$ cat src/pkg/disk_status_pkg.sv
// disk_status_pkg: layouts, encodings and counts shared by the status block.
// assumes a single board clock; disk engines deliver result fields as structs.
package disk_status_pkg;

  // result block length and byte index width
  localparam int unsigned RESULT_BYTES = 7;
  localparam int unsigned IDX_W        = 3;
  localparam logic [IDX_W-1:0] IDX_FIRST = 3'h0;
  localparam logic [IDX_W-1:0] IDX_LAST  = 3'h6;

  // termination classes carried in status zero bits 7:6
  localparam logic [1:0] TERM_NORMAL  = 2'h0;
  localparam logic [1:0] TERM_FAILED  = 2'h1;
  localparam logic [1:0] TERM_INVALID = 2'h2;
  localparam logic [1:0] TERM_READY   = 2'h3;

  // summary byte classes for floppy errors
  localparam logic [1:0] OP_FORMAT    = 2'h3;
  localparam logic [1:0] OP_READ      = 2'h2;
  localparam logic [1:0] OP_WRITE     = 2'h1;
  localparam logic [3:0] SETUP_PREFIX = 4'h1;
  localparam logic [5:0] GEN_LOW_ZERO = 6'h00;
  localparam logic [7:0] GEN_CLEAR    = 8'h00;
  localparam logic [7:0] BYTE_ZERO    = 8'h00;

  // hard-disk read attempts before a sector is declared bad
  localparam int unsigned ATTEMPT_W      = 4;
  localparam logic [ATTEMPT_W-1:0] RETRY_ATTEMPTS = 4'hA;
  localparam logic [ATTEMPT_W-1:0] ATTEMPT_ONE    = 4'h1;
  localparam logic [ATTEMPT_W-1:0] ATTEMPT_NONE   = 4'h0;

  typedef struct packed {
    logic [1:0] term;
    logic       seek_end;
    logic       fault;
    logic       not_ready;
    logic       head;
    logic [1:0] unit;
  } st0_type;

  typedef struct packed {
    logic end_of_track;
    logic zero6;
    logic crc;
    logic overrun;
    logic zero3;
    logic no_sector;
    logic write_prot;
    logic missing_am;
  } st1_type;

  typedef struct packed {
    logic zero7;
    logic deleted;
    logic crc;
    logic wrong_cyl;
    logic unused3;
    logic no_sector;
    logic bad_cyl;
    logic missing_dam;
  } st2_type;

  typedef struct packed {
    st0_type    st0;
    st1_type    st1;
    st2_type    st2;
    logic [7:0] cyl;
    logic [7:0] head;
    logic [7:0] sector;
    logic [7:0] size;
  } fdc_result_type;

  typedef struct packed {
    logic       setup_err;
    logic [3:0] setup_code;
    logic [1:0] op;
  } fdc_general_type;

  typedef struct packed {
    logic bad_block;
    logic crc;
    logic unused5;
    logic id_missing;
    logic unused3;
    logic aborted;
    logic track_zero_missing;
    logic data_mark_missing;
  } hd_err_type;

  typedef struct packed {
    logic read_fail;
    logic crc_seen;
    logic read_ok;
    logic bad_id;
    logic id_missing;
    logic aborted;
    logic tz_missing;
    logic dam_absent;
  } hd_event_type;

  typedef struct packed {
    logic [2:0] unused;
    logic       busy;
    logic [3:0] seeking;
  } main_status_type;

  typedef enum logic [0:0] {CMD_FULL, CMD_SUMMARY} host_cmd_type;
  typedef enum logic [1:0] {TGT_FLOPPY, TGT_HARD, TGT_RAM} target_type;

endpackage

$ cat src/disk_status_core.sv
// disk_status_core: result block, controller status and hard-disk error flags
// of the disk controller, read back by host status commands.
// assumes all inputs synchronous to mclk_in and event inputs one-cycle pulses.
//
// Summary of operation
// - at floppy transfer end capture seven result bytes, return them with the always-zero status bits forced to zero
// - byte order: status zero, one, two, cylinder, head, sector, size code
// - controller status: bits 0-3 drive seeking, bit 4 busy, 5-7 zero
// - status zero: unit select, head, not ready, track0/fault, seek end
// - status zero bits 7:6 give termination class
// - status one flag layout; bits 3 and 6 read zero
// - status two flag layout; bit 7 reads zero
// - hard-disk error register layout; bits 5 and 3 unused
// - in CRC mode a data-field CRC mismatch sets the CRC flag
// - with retries, ten attempts; read failures flag bad block only after all fail, a bad ID flags it at once
// - missing data mark after header read sets its flag
// - abandoned hard-disk command sets the aborted flag
// - RAM disk reports no error code
// - floppy summary byte: class in top bits, 0001 prefix for setup faults
`timescale 1ns/1ps
module disk_status_core (
  input  wire logic                              mclk_in,
  input  wire logic                              arst_n_in,
  input  wire logic                              disk_cmd_start_in,
  input  wire logic [3:0]                        drive_seeking_in,
  input  wire logic                              fdc_done_in,
  input  wire disk_status_pkg::fdc_result_type   fdc_result_in,
  input  wire disk_status_pkg::fdc_general_type  fdc_general_in,
  input  wire disk_status_pkg::hd_event_type     hd_event_in,
  input  wire logic                              crc_mode_in,
  input  wire logic                              retry_en_in,
  input  wire logic                              host_cmd_valid_in,
  input  wire disk_status_pkg::host_cmd_type     host_cmd_in,
  input  wire disk_status_pkg::target_type       host_target_in,
  input  wire logic                              host_take_in,
  output logic                                   host_cmd_ready_out,
  output logic [7:0]                             result_byte_out,
  output logic                                   result_valid_out,
  output logic                                   result_last_out,
  output disk_status_pkg::main_status_type       main_status_out,
  output disk_status_pkg::hd_err_type            hd_error_out,
  output logic                                   hd_retry_req_out
);
  import disk_status_pkg::*;

  typedef enum logic [0:0] {S_IDLE, S_SEND} stream_state_type;

  fdc_result_type              result_reg;
  logic [7:0]                  general_reg;
  hd_err_type                  hd_err_reg;
  logic [ATTEMPT_W-1:0]        attempts_reg;
  logic                        busy_reg;
  logic                        retry_reg;
  main_status_type             main_reg;
  stream_state_type            state_reg;
  logic [IDX_W-1:0]            idx_reg;
  logic [7:0]                  byte_reg;
  logic                        valid_reg;
  logic                        last_reg;
  logic                        cmd_take;
  logic                        byte_take;
  logic [ATTEMPT_W-1:0]        attempts_next;

  // picks one byte of the result block by its position
  function automatic logic [7:0] result_byte(input fdc_result_type r,
                                             input logic [IDX_W-1:0] i);
    logic [7:0] b;
    b = BYTE_ZERO;
    unique case (i)
      3'h0: b = r.st0;
      3'h1: b = r.st1;
      3'h2: b = r.st2;
      3'h3: b = r.cyl;
      3'h4: b = r.head;
      3'h5: b = r.sector;
      3'h6: b = r.size;
      default: b = BYTE_ZERO;
    endcase
    return b;
  endfunction

  // forces the always-zero bits of the status registers
  function automatic fdc_result_type clean_result(input fdc_result_type r);
    fdc_result_type c;
    c = r;
    c.st1.zero3 = 1'b0;
    c.st1.zero6 = 1'b0;
    c.st2.zero7 = 1'b0;
    return c;
  endfunction

  assign cmd_take           = host_cmd_valid_in && host_cmd_ready_out;
  assign byte_take          = valid_reg && host_take_in;
  assign host_cmd_ready_out = (state_reg == S_IDLE);
  assign attempts_next      = attempts_reg + ATTEMPT_ONE;

  // floppy result block: captured whole at transfer end, then frozen
  always_ff @(posedge mclk_in or negedge arst_n_in)
  begin
    if (!arst_n_in)
      result_reg <= '0;
    else if (fdc_done_in)
      result_reg <= clean_result(fdc_result_in);
  end

  // floppy summary byte; setup faults outrank transfer errors
  always_ff @(posedge mclk_in or negedge arst_n_in)
  begin
    if (!arst_n_in)
      general_reg <= GEN_CLEAR;
    else if (fdc_done_in)
    begin
      if (fdc_general_in.setup_err)
        general_reg <= {SETUP_PREFIX, fdc_general_in.setup_code};
      else if (fdc_result_in.st0.term != TERM_NORMAL)
        general_reg <= {fdc_general_in.op, GEN_LOW_ZERO};
      else
        general_reg <= GEN_CLEAR;
    end
  end

  // busy from command start to floppy completion; start wins a tie
  always_ff @(posedge mclk_in or negedge arst_n_in)
  begin
    if (!arst_n_in)
      busy_reg <= 1'b0;
    else if (disk_cmd_start_in)
      busy_reg <= 1'b1;
    else if (fdc_done_in)
      busy_reg <= 1'b0;
  end

  // controller status, registered so the host sees a clean byte
  always_ff @(posedge mclk_in or negedge arst_n_in)
  begin
    if (!arst_n_in)
      main_reg <= '0;
    else
    begin
      main_reg.seeking <= drive_seeking_in;
      main_reg.busy    <= busy_reg;
      main_reg.unused  <= '0;
    end
  end

  // read attempt counter; counts each failure, otherwise cleared at command start or good read
  always_ff @(posedge mclk_in or negedge arst_n_in)
  begin
    if (!arst_n_in)
      attempts_reg <= ATTEMPT_NONE;
    else if (hd_event_in.read_fail)
      attempts_reg <= attempts_next;
    else if (disk_cmd_start_in || hd_event_in.read_ok)
      attempts_reg <= ATTEMPT_NONE;
  end

  // retry request pulse while fewer than the full count have failed
  always_ff @(posedge mclk_in or negedge arst_n_in)
  begin
    if (!arst_n_in)
      retry_reg <= 1'b0;
    else
      retry_reg <= hd_event_in.read_fail && retry_en_in
                   && (attempts_next < RETRY_ATTEMPTS);
  end

  // hard-disk error flags: cleared at command start, but a flag raised in
  // that same cycle survives, so no event is lost at the boundary
  always_ff @(posedge mclk_in or negedge arst_n_in)
  begin
    if (!arst_n_in)
      hd_err_reg <= '0;
    else
    begin
      if (disk_cmd_start_in)
        hd_err_reg <= '0;
      if (hd_event_in.read_fail && hd_event_in.crc_seen && crc_mode_in)
        hd_err_reg.crc <= 1'b1;
      if (hd_event_in.bad_id || (hd_event_in.read_fail && retry_en_in
          && attempts_next >= RETRY_ATTEMPTS))
        hd_err_reg.bad_block <= 1'b1;
      if (hd_event_in.id_missing)
        hd_err_reg.id_missing <= 1'b1;
      if (hd_event_in.aborted)
        hd_err_reg.aborted <= 1'b1;
      if (hd_event_in.tz_missing)
        hd_err_reg.track_zero_missing <= 1'b1;
      if (hd_event_in.dam_absent)
        hd_err_reg.data_mark_missing <= 1'b1;
      hd_err_reg.unused5 <= 1'b0;
      hd_err_reg.unused3 <= 1'b0;
    end
  end

  // reply streamer: one byte stands until the host takes it
  always_ff @(posedge mclk_in or negedge arst_n_in)
  begin
    if (!arst_n_in)
    begin
      state_reg <= S_IDLE;
      idx_reg   <= IDX_FIRST;
      byte_reg  <= BYTE_ZERO;
      valid_reg <= 1'b0;
      last_reg  <= 1'b0;
    end
    else
    begin
      unique case (state_reg)
        S_IDLE:
          if (cmd_take)
          begin
            state_reg <= S_SEND;
            valid_reg <= 1'b1;
            idx_reg   <= IDX_FIRST;
            if (host_cmd_in == CMD_FULL)
            begin
              byte_reg <= result_byte(result_reg, IDX_FIRST);
              last_reg <= 1'b0;
            end
            else
            begin
              last_reg <= 1'b1;
              unique case (host_target_in)
                TGT_FLOPPY: byte_reg <= general_reg;
                TGT_HARD:   byte_reg <= hd_err_reg;
                default:    byte_reg <= BYTE_ZERO;
              endcase
            end
          end
        S_SEND:
          if (byte_take)
          begin
            if (last_reg)
            begin
              state_reg <= S_IDLE;
              valid_reg <= 1'b0;
              last_reg  <= 1'b0;
            end
            else
            begin
              idx_reg  <= idx_reg + 3'h1;
              byte_reg <= result_byte(result_reg, idx_reg + 3'h1);
              last_reg <= (idx_reg + 3'h1 == IDX_LAST);
            end
          end
      endcase
    end
  end

  assign result_byte_out  = byte_reg;
  assign result_valid_out = valid_reg;
  assign result_last_out  = last_reg;
  assign main_status_out  = main_reg;
  assign hd_error_out     = hd_err_reg;
  assign hd_retry_req_out = retry_reg;
endmodule // disk_status_core

$ cat config.mk
export PLATFORM = sky130hd
export DESIGN_NAME = disk_status_core
export DESIGN_NICKNAME = d
export VERILOG_FILES = /design/src/pkg/disk_status_pkg.sv /design/src/disk_status_core.sv
export SDC_FILE = /design/constraint.sdc
export NUM_CORES = 1
export LEC_CHECK = 0
export BUFFER_PORTS_ARGS = -buffer_cell sky130_fd_sc_hd__clkbuf_2
export CORE_MARGIN = 4
export CORE_UTILIZATION = 25
export CTS_BUF_LIST = sky130_fd_sc_hd__clkbuf_8
export CTS_CLUSTER_SIZE = 28
export DETAILED_ROUTE_END_ITERATION = 10
export PLACE_DENSITY = 0.47
export REMOVE_ABC_BUFFERS = 1
export SYNTH_ARGS = -nofsm -noshare
export SYNTH_HDL_FRONTEND = slang
export SYNTH_SLANG_ARGS = --single-unit
export TNS_END_PERCENT = 5
$ cat constraint.sdc
create_clock -name mclk_in -period 5.82 [get_ports mclk_in]
set_clock_uncertainty 0.05 [all_clocks]
set_input_delay 1.164 -clock mclk_in [delete_from_list [all_inputs] [get_ports mclk_in]]
set_output_delay 1.164 -clock mclk_in [all_outputs]
set_load 0.03 [all_outputs]
# Word-level counts from Yosys, hierarchy flattened
# Index checks and enable logic that the tools add are counted.
# classes
addsub,2
n_lt_le_gt_ge,2
n_eq_ne,11
mux,37
bitwise,1
n_reduce_logical,23
# op_table
op,count
2-to-1 mux 8 bit,7
one-hot mux 8 bit (7 select lines),1
one-hot mux 8 bit (2 select lines),2
2-to-1 mux 1 bit,18
nonzero test 2 bit,9
equality test 3 bit (second input constant),3
2-to-1 mux 3 bit,3
2-to-1 mux 4 bit,2
logical AND 1 bit,7
equality test 3 x 2 -> 1 bit (second input constant),2
!= test 2 x 1 -> 1 bit (second input constant),3
one-hot mux 1 bit (2 select lines),3
one-hot mux 3 bit (2 select lines),1
AND reduction 3 bit,2
adder 4 x 1 -> 4 bit (second input constant),1
>= comparator 4 bit (second input constant),1
less-than comparator 4 bit (second input constant),1
adder 3 x 1 -> 3 bit (second input constant),1
equality test 3 x 1 -> 1 bit (second input constant),1
zero test 3 bit,1
equality test 2 x 1 -> 1 bit (second input constant),1
zero test 2 bit,1
logical OR 1 bit,2
!= test 2 bit (second input constant),1
other kinds (2),2
# totals
ff_bits,92
input_bits,86
output_inout_bits,28
wordCells,116

# Depth between registers and ports, before layout
# Gate-level depths: netlist of the first run.
# depth
ltp_word,6
depth_mapped,7
ltp_nobuf,6

# Worst setup path before layout of the first run
# OpenSTA, ideal clock, no wires.
# synth_path
kind,input to register
start,input port fdc_done_in
end,register result_reg[0] (netlist bit)
setup_time_ps,125
arrival_ps,2052
required_ps,5645
path_slack_ps,3594
path_stages,3
n_path_buf,2
cell_sequence,clkbuf_1 -> buf_1 -> mux2_2
# synth_lines
item,line,rtl
start: declaration,disk_status_core.sv:26,"input wire logic fdc_done_in,"
end signal: assignment,disk_status_core.sv:103,result_reg <= clean_result(fdc_result_in);
end: declaration,disk_status_core.sv:48,fdc_result_type result_reg;
# No word-level cell between the ends.

# Worst setup path in the final report of the first run
# layout_path
start,input port fdc_done_in
end,register result_reg[16] (netlist bit)
# No word-level cell between the ends.

==> impl_metrics.csv, run 1 <==
group,metric,value,unit
run_status,outcome,"completed",
placement,io_buffer_count,105,
power,p_leak,2.35,nW
power,vdd_ir_drop_max,0.000156,V
cts,cts_resized,0,
min_path,hold_class,"reg -> reg",
timing,hold_viol,0,
cts,cts_tree,"yes",
timing,fin_setup_tns,0,ns
synth,synth_edf_count,0,
route,via_count,3024,
die,die_area,18800,µm²
cts,clkTransAtPathRegs,0.09,ns
placement,place_ws,2.88,ns
synth,yosys_warnings,0,
setup_path,startpoint_type,"input port",
placement,placed_cells,647,
setup_path,crit_path_end_kind,"flip-flop",
timing,finalCritPeriodShare,43.1,%
grt,grt_pass1_wl,17900,µm
die,ioPinCount,114,
setup_path,critPathMaxFanout,41,
die,start_util,25.9,%
grt,grt_pass1_vias,3311,
cts,htreeDepth,3,
cells_and_area,largest_reg_flops,53,
grt,antenna_found_initial,0,
cells_and_area,fin_nets,535,
timing,finalMaxSlewViolations,0,
setup_path,arrival,2.71,ns
timing,finalSetupViolations,0,
timing,period_minus_slack,2.51,ns
grt,use_met1,16.7,%
setup_path,critical-path-slowest-cell,"clkbuf_2",
die,die_h,137,µm
die,rows,46,
timing,clock.fmax,399,MHz
setup_path,required,6.03,ns
cts,cts_made_buffers,9,
route,drt-initial-drc-count,120,
timing,rsz0062_at_grt,"no",
cts,clock-sinks,91,
route,wl_per_cell,17.1,µm
route,routed_wl,11400,µm
synth,synth_seq_area_share,54.5,%
synth,synth-main-ff-cell,"dfrtp_1",
die,die_w,137,µm
grt,grtUsageMet2,20.0,%
timing,maxSlewHeadroom,40.3,%
synth,synth_area,4180,µm²
placement,dp_hpwl,8200,µm
timing,max_slew.worst_pin.slew,0.896,ns
timing,layout_setup_ws,3.31,ns
flow_run,cap_violations,0,
setup_path,worstPathCellList,"clkbuf_2, buf_4, mux2_2",
setup_path,path_class,"in -> reg",
grt,met3_usage,4.05,%
route,viasPerCell,4.56,
cells_and_area,layout.cell_area.non_filler,5110,µm²
route,drc,0,
placement,placed_cell_area,4880,µm²
route,drtAntennaViolNets,0,
cells_and_area,area_growth,22.3,%
setup_path,cpPeakStageDelay,0.58,ns
cts,clock_latency,0.37,ns
grt,busiest_layer,"met2",
synth,syn_inst,344,
grt,overflow,0,
cts,cts-hold-fix-buffers,0,
power,power_density,370,nW/µm²
cts,root_buffer,"clkbuf_8",
synth,async_flop_share,100,%
placement,gp_congestion,0.736,
synth,yosysUniqueCellTypes,41,
route,dr.pass1.iters,4,
grt,grt_usage,12.6,%
grt,grt_max_degree,47,
cells_and_area,drive_gt1_share,42.3,%
cells_and_area,layoutNonFillerInstCount,663,
cts,clockBufferDepth,2,
cts,cts_setup_buffers,0,
cells_and_area,nFillCells,1716,
synth,synth.avg_cell_area,12.1,µm²
die,coreArea,16100,µm²
synth,ys_seq_elements,91,
cells_and_area,antenna_cells,0,
==> per-layer routing <==
layer,routed length [µm],part of all wire (%),vias up
li1,-,-,1424
met1,5250,46,1485
met2,5190,46,101
met3,787,6.9,14
met4,143,1.3,0
met5,0,0,-
==> layout make-up <==
cell class | instances | area [µm²] | share of cell area, %
Clock buffer | 11 | 151 | 2.96
Multi-Input combinational cell | 215 | 1720 | 33.6
Tap cell | 216 | 270 | 5.29
Clock inverter | 5 | 76.3 | 1.49
Inverter | 16 | 60.1 | 1.18
Timing Repair Buffer | 109 | 558 | 10.9
Sequential cell | 91 | 2280 | 44.6
==> report_power, final <==
group / internal, W / switching [W]
combinational: 0.000247 / 0.000371
clock: 0.000263 / 0.000220
sequential: 0.000721 / 0.0000673
==> final timing paths <==
path	startpoint	end	slack, ns	cells after the start
worst max register to register	idx_reg[0]	result_byte_out[6]	3.56	6
worst min-delay path	busy_reg	main_status_out[4]	0.34	0
max in group asynchronous	arst_n_in	result_reg[32]	3.90	2
min in group asynchronous	arst_n_in	attempts_reg[3]	0.74	1
worst max-delay path	fdc_done_in	result_reg[16]	3.31	3
worst min register to register	busy_reg	main_status_out[4]	0.34	0
==> cells by family (layout without fill, tap and decap cells) <==
group                      Yosys count  after routing  share of synthesized area (%)
buffers and inverters               42            141                           4.76
xor gates and xnor gates             3              3                          0.809
adders and majority gates            7              7                           2.10
DFF                                 91             91                           54.5
AOI/OAI and AO/OA                   75             75                           13.5
other                                1              5                         0.0898
and+or+nand+nor                     57             57                           6.26
muxes                               68             68                           18.0
==> synthesized netlist by cell type (2+ instances only) <==
cell       number  area [µm²]
o221ai_2        2        30.0
clkbuf_1       12        45.0
nor2b_1         4        25.0
a21o_1          6        45.0
ha_1            7        87.6
mux2i_1        11         110
o2bb2ai_1       3        26.3
nand2b_1        2        12.5
a21oi_1         8        40.0
nand3_1         6        30.0
buf_1           2        7.51
o22ai_1         5        31.3
nor2_1          2        7.51
a221o_1         6        60.1
mux2_2         57         642
buf_2           3        15.0
nand2_1        35         131
a22oi_1         9        67.6
dfrtp_1        91        2280
a222oi_1        6        60.1
nor4_1          2        12.5
o21ai_0        20         100
xnor2_1         2        17.5
inv_1          16        60.1
buf_4           8        60.1
o221a_2         4        45.0
==> critical path, delay by kind of cell <==
kind,cells,cell delay (ns)
multiplexers,1,0.39
buffers and inverters,2,1.12
==> per-stage QoR <==
step	hold WS, ns	utilization, %	total power (W)
3_3_place_gp	0.320	30.3	0.00143
3_5_place_dp	0.319	30.3	0.00144
4_1_cts	0.349	31.7	0.00194
6_report	0.344	31.7	0.00189
2_1_floorplan	0.304	-	0.00119
5_1_grt	0.359	31.7	0.00202
==> placed cells by master (no fill, tap or decap), types with 3 or more instances in the layout <==
cell       netlist  final
nand3_1          6      6
o21ai_0         20     20
o22ai_1          5      5
o221a_2          4      4
inv_1           16     17
o2bb2ai_1        3      3
a21o_1           6      6
dfrtp_1         91     91
mux2i_1         11     11
a222oi_1         6      6
a221o_1          6      6
buf_4            8      5
mux2_2          57     57
ha_1             7      7
conb_1           1      5
a22oi_1          9      9
clkbuf_8         0     11
nand2_1         35     35
clkbuf_2         0    104
a21oi_1          8      8
nor2b_1          4      4
(Power assumes the default switching activity.)
==> inputs of run 2 (changes only) <==
--- a/config.mk
+++ b/config.mk
@@ -11,7 +11,7 @@
 export CTS_BUF_LIST = sky130_fd_sc_hd__clkbuf_8
 export CTS_CLUSTER_SIZE = 28
 export DETAILED_ROUTE_END_ITERATION = 10
-export PLACE_DENSITY = 0.47
+export PLACE_DENSITY = 0.49
 export REMOVE_ABC_BUFFERS = 1
 export SYNTH_ARGS = -nofsm -noshare
 export SYNTH_HDL_FRONTEND = slang
==> constraint.sdc (replaced) <==
create_clock -name mclk_in -period 2.1 [get_ports mclk_in]
set_clock_uncertainty 0.05 [all_clocks]
set_input_delay 0.42 -clock mclk_in [delete_from_list [all_inputs] [get_ports mclk_in]]
set_output_delay 0.42 -clock mclk_in [all_outputs]
set_load 0.03 [all_outputs]
==> impl_metrics.csv, run 2 (synthesis gave the netlist of run 1 again) <==
group,metric,value,unit
grt,overflow,0,
cells_and_area,area_growth,25.3,%
setup_path,path_class,"reg -> reg",
min_path,hold_class,"in -> reg",
die,coreArea,16100,µm²
placement,io_buffer_count,105,
run_status,outcome,"completed",
cells_and_area,nFillCells,1683,
route,dr.pass1.iters,4,
placement,gp_congestion,0.767,
power,p_leak,2.43,nW
route,wl_per_cell,16.3,µm
placement,dp_hpwl,8300,µm
power,finalPower,0.00522,W
die,die_area,18800,µm²
cts,cts_tree,"yes",
route,via_count,3068,
cells_and_area,largest_reg_flops,53,
route,drc,0,
cts,cts_setup_buffers,0,
cts,clkTransAtPathRegs,0.09,ns
die,rows,46,
grt,grt_usage,12.4,%
grt,grt_max_degree,71,
timing,clock.fmax,503,MHz
flow_run,cap_violations,0,
grt,grt_pass1_vias,3192,
route,routed_wl,11000,µm
setup_path,crit_path_end_kind,"flip-flop",
timing,layout_setup_ws,0.112,ns
cts,cts_made_buffers,9,
cts,clock_latency,0.38,ns
die,die_h,137,µm
setup_path,arrival,2.21,ns
timing,finalCritPeriodShare,94.7,%
power,power_density,998,nW/µm²
timing,period_minus_slack,1.99,ns
cts,htreeDepth,3,
route,drtAntennaViolNets,0,
placement,place_ws,0.0777,ns
cts,clockBufferDepth,2,
die,start_util,25.9,%
timing,fin_setup_tns,0,ns
grt,antenna_found_initial,0,
timing,hold_viol,0,
setup_path,critPathMaxFanout,11,
cells_and_area,drive_gt1_share,44.2,%
route,drt-initial-drc-count,161,
die,die_w,137,µm
power,vdd_ir_drop_max,0.000434,V
grt,grt_pass1_wl,17600,µm
cells_and_area,fin_nets,550,
setup_path,startpoint_type,"flip-flop",
route,viasPerCell,4.53,
die,ioPinCount,114,
cells_and_area,mostFrequentLayoutCells,"clkbuf_2, dfrtp_1, mux2_2",
cts,root_buffer,"clkbuf_8",
setup_path,required,2.32,ns
cells_and_area,antenna_cells,0,
cts,clock-sinks,91,
timing,finalSetupViolations,0,
timing,finalMaxSlewViolations,0,
timing,rsz0062_at_grt,"no",
cells_and_area,final_common_cell,"clkbuf_2",
==> run 2: cell count changes in the layout (fill, tap and decap cells not counted), sizes merged <==
cell         delta
buf            +14
dlygate4sd3     +1
bufinv          -1
inv             +1
==> run 2: path summary, 6_finish.rpt <==
path	to	slack, ns	startpoint	depth (start not counted)
setup / recovery	result_byte_out[6]	0.11	idx_reg[0]	7
hold / removal	main_status_out[3]	0.09	drive_seeking_in[3]	1
setup reg to reg	result_byte_out[6]	0.11	idx_reg[0]	7
hold reg to reg	main_status_out[4]	0.34	busy_reg	0
max in group asynchronous	result_reg[2]	1.02	arst_n_in	3
min in group asynchronous	hd_error_out[1]	0.41	arst_n_in	2
==> run 2: repair_timing <==
item | in CTS | in global routing
resized for setup | 0 | 2
hold endpoints to repair | 18 | 0
hold buffers | 1 | 0
endpoints found under the setup margin | 0 | 8
==> run 2: worst max-delay path: stages, from the launching register on <==
cell and delay, ns:
dfrtp_1 0.39, ha_1 0.25, xnor2_2 0.19, buf_4 0.22, buf_4 0.18, mux2_2 0.33
a22oi_1 0.16, o22ai_1 0.10
==> run 2: cell type report <==
class                           count  area [µm²]  area share (%)
Inverter                           16        60.1            1.15
Multi-Input combinational cell    215        1720            32.9
Clock inverter                      5        53.8            1.03
Tap cell                          216         270            5.17
Sequential cell                    91        2280            43.5
Timing Repair Buffer              124         698            13.3
Clock buffer                       11         151            2.89
==> run 2: routing by layer <==
layer  GRT usage, %  share of wire (%)
met5              0                  0
met4           3.99                1.4
met3           3.80                6.5
met2           18.6                 46
met1           17.1                 46
==> run 2: power breakdown <==
| group | switching, W | internal (W) | total, W |
|---|---|---|---|
| logic | 0.00101 | 0.000800 | 0.00181 |
| clock network | 0.000622 | 0.000609 | 0.00123 |
| registers | 0.000179 | 0.00200 | 0.00218 |
| total | 0.00181 | 0.00341 | 0.00522 |
==> run 2: metrics by stage <==
stage / instance area [µm²] / utilization [%] / std cells / hold WS [ns]
after global placement: 5010 / 31.1 / 661 / 0.283
final: 5230 / 32.5 / 678 / 0.0939
after global routing: 5230 / 32.5 / 678 / 0.0646
after floorplan: 4050 / - / 322 / 0.0744
after detailed placement: 5010 / 31.1 / 661 / 0.282
after CTS: 5230 / 32.4 / 678 / 0.0636
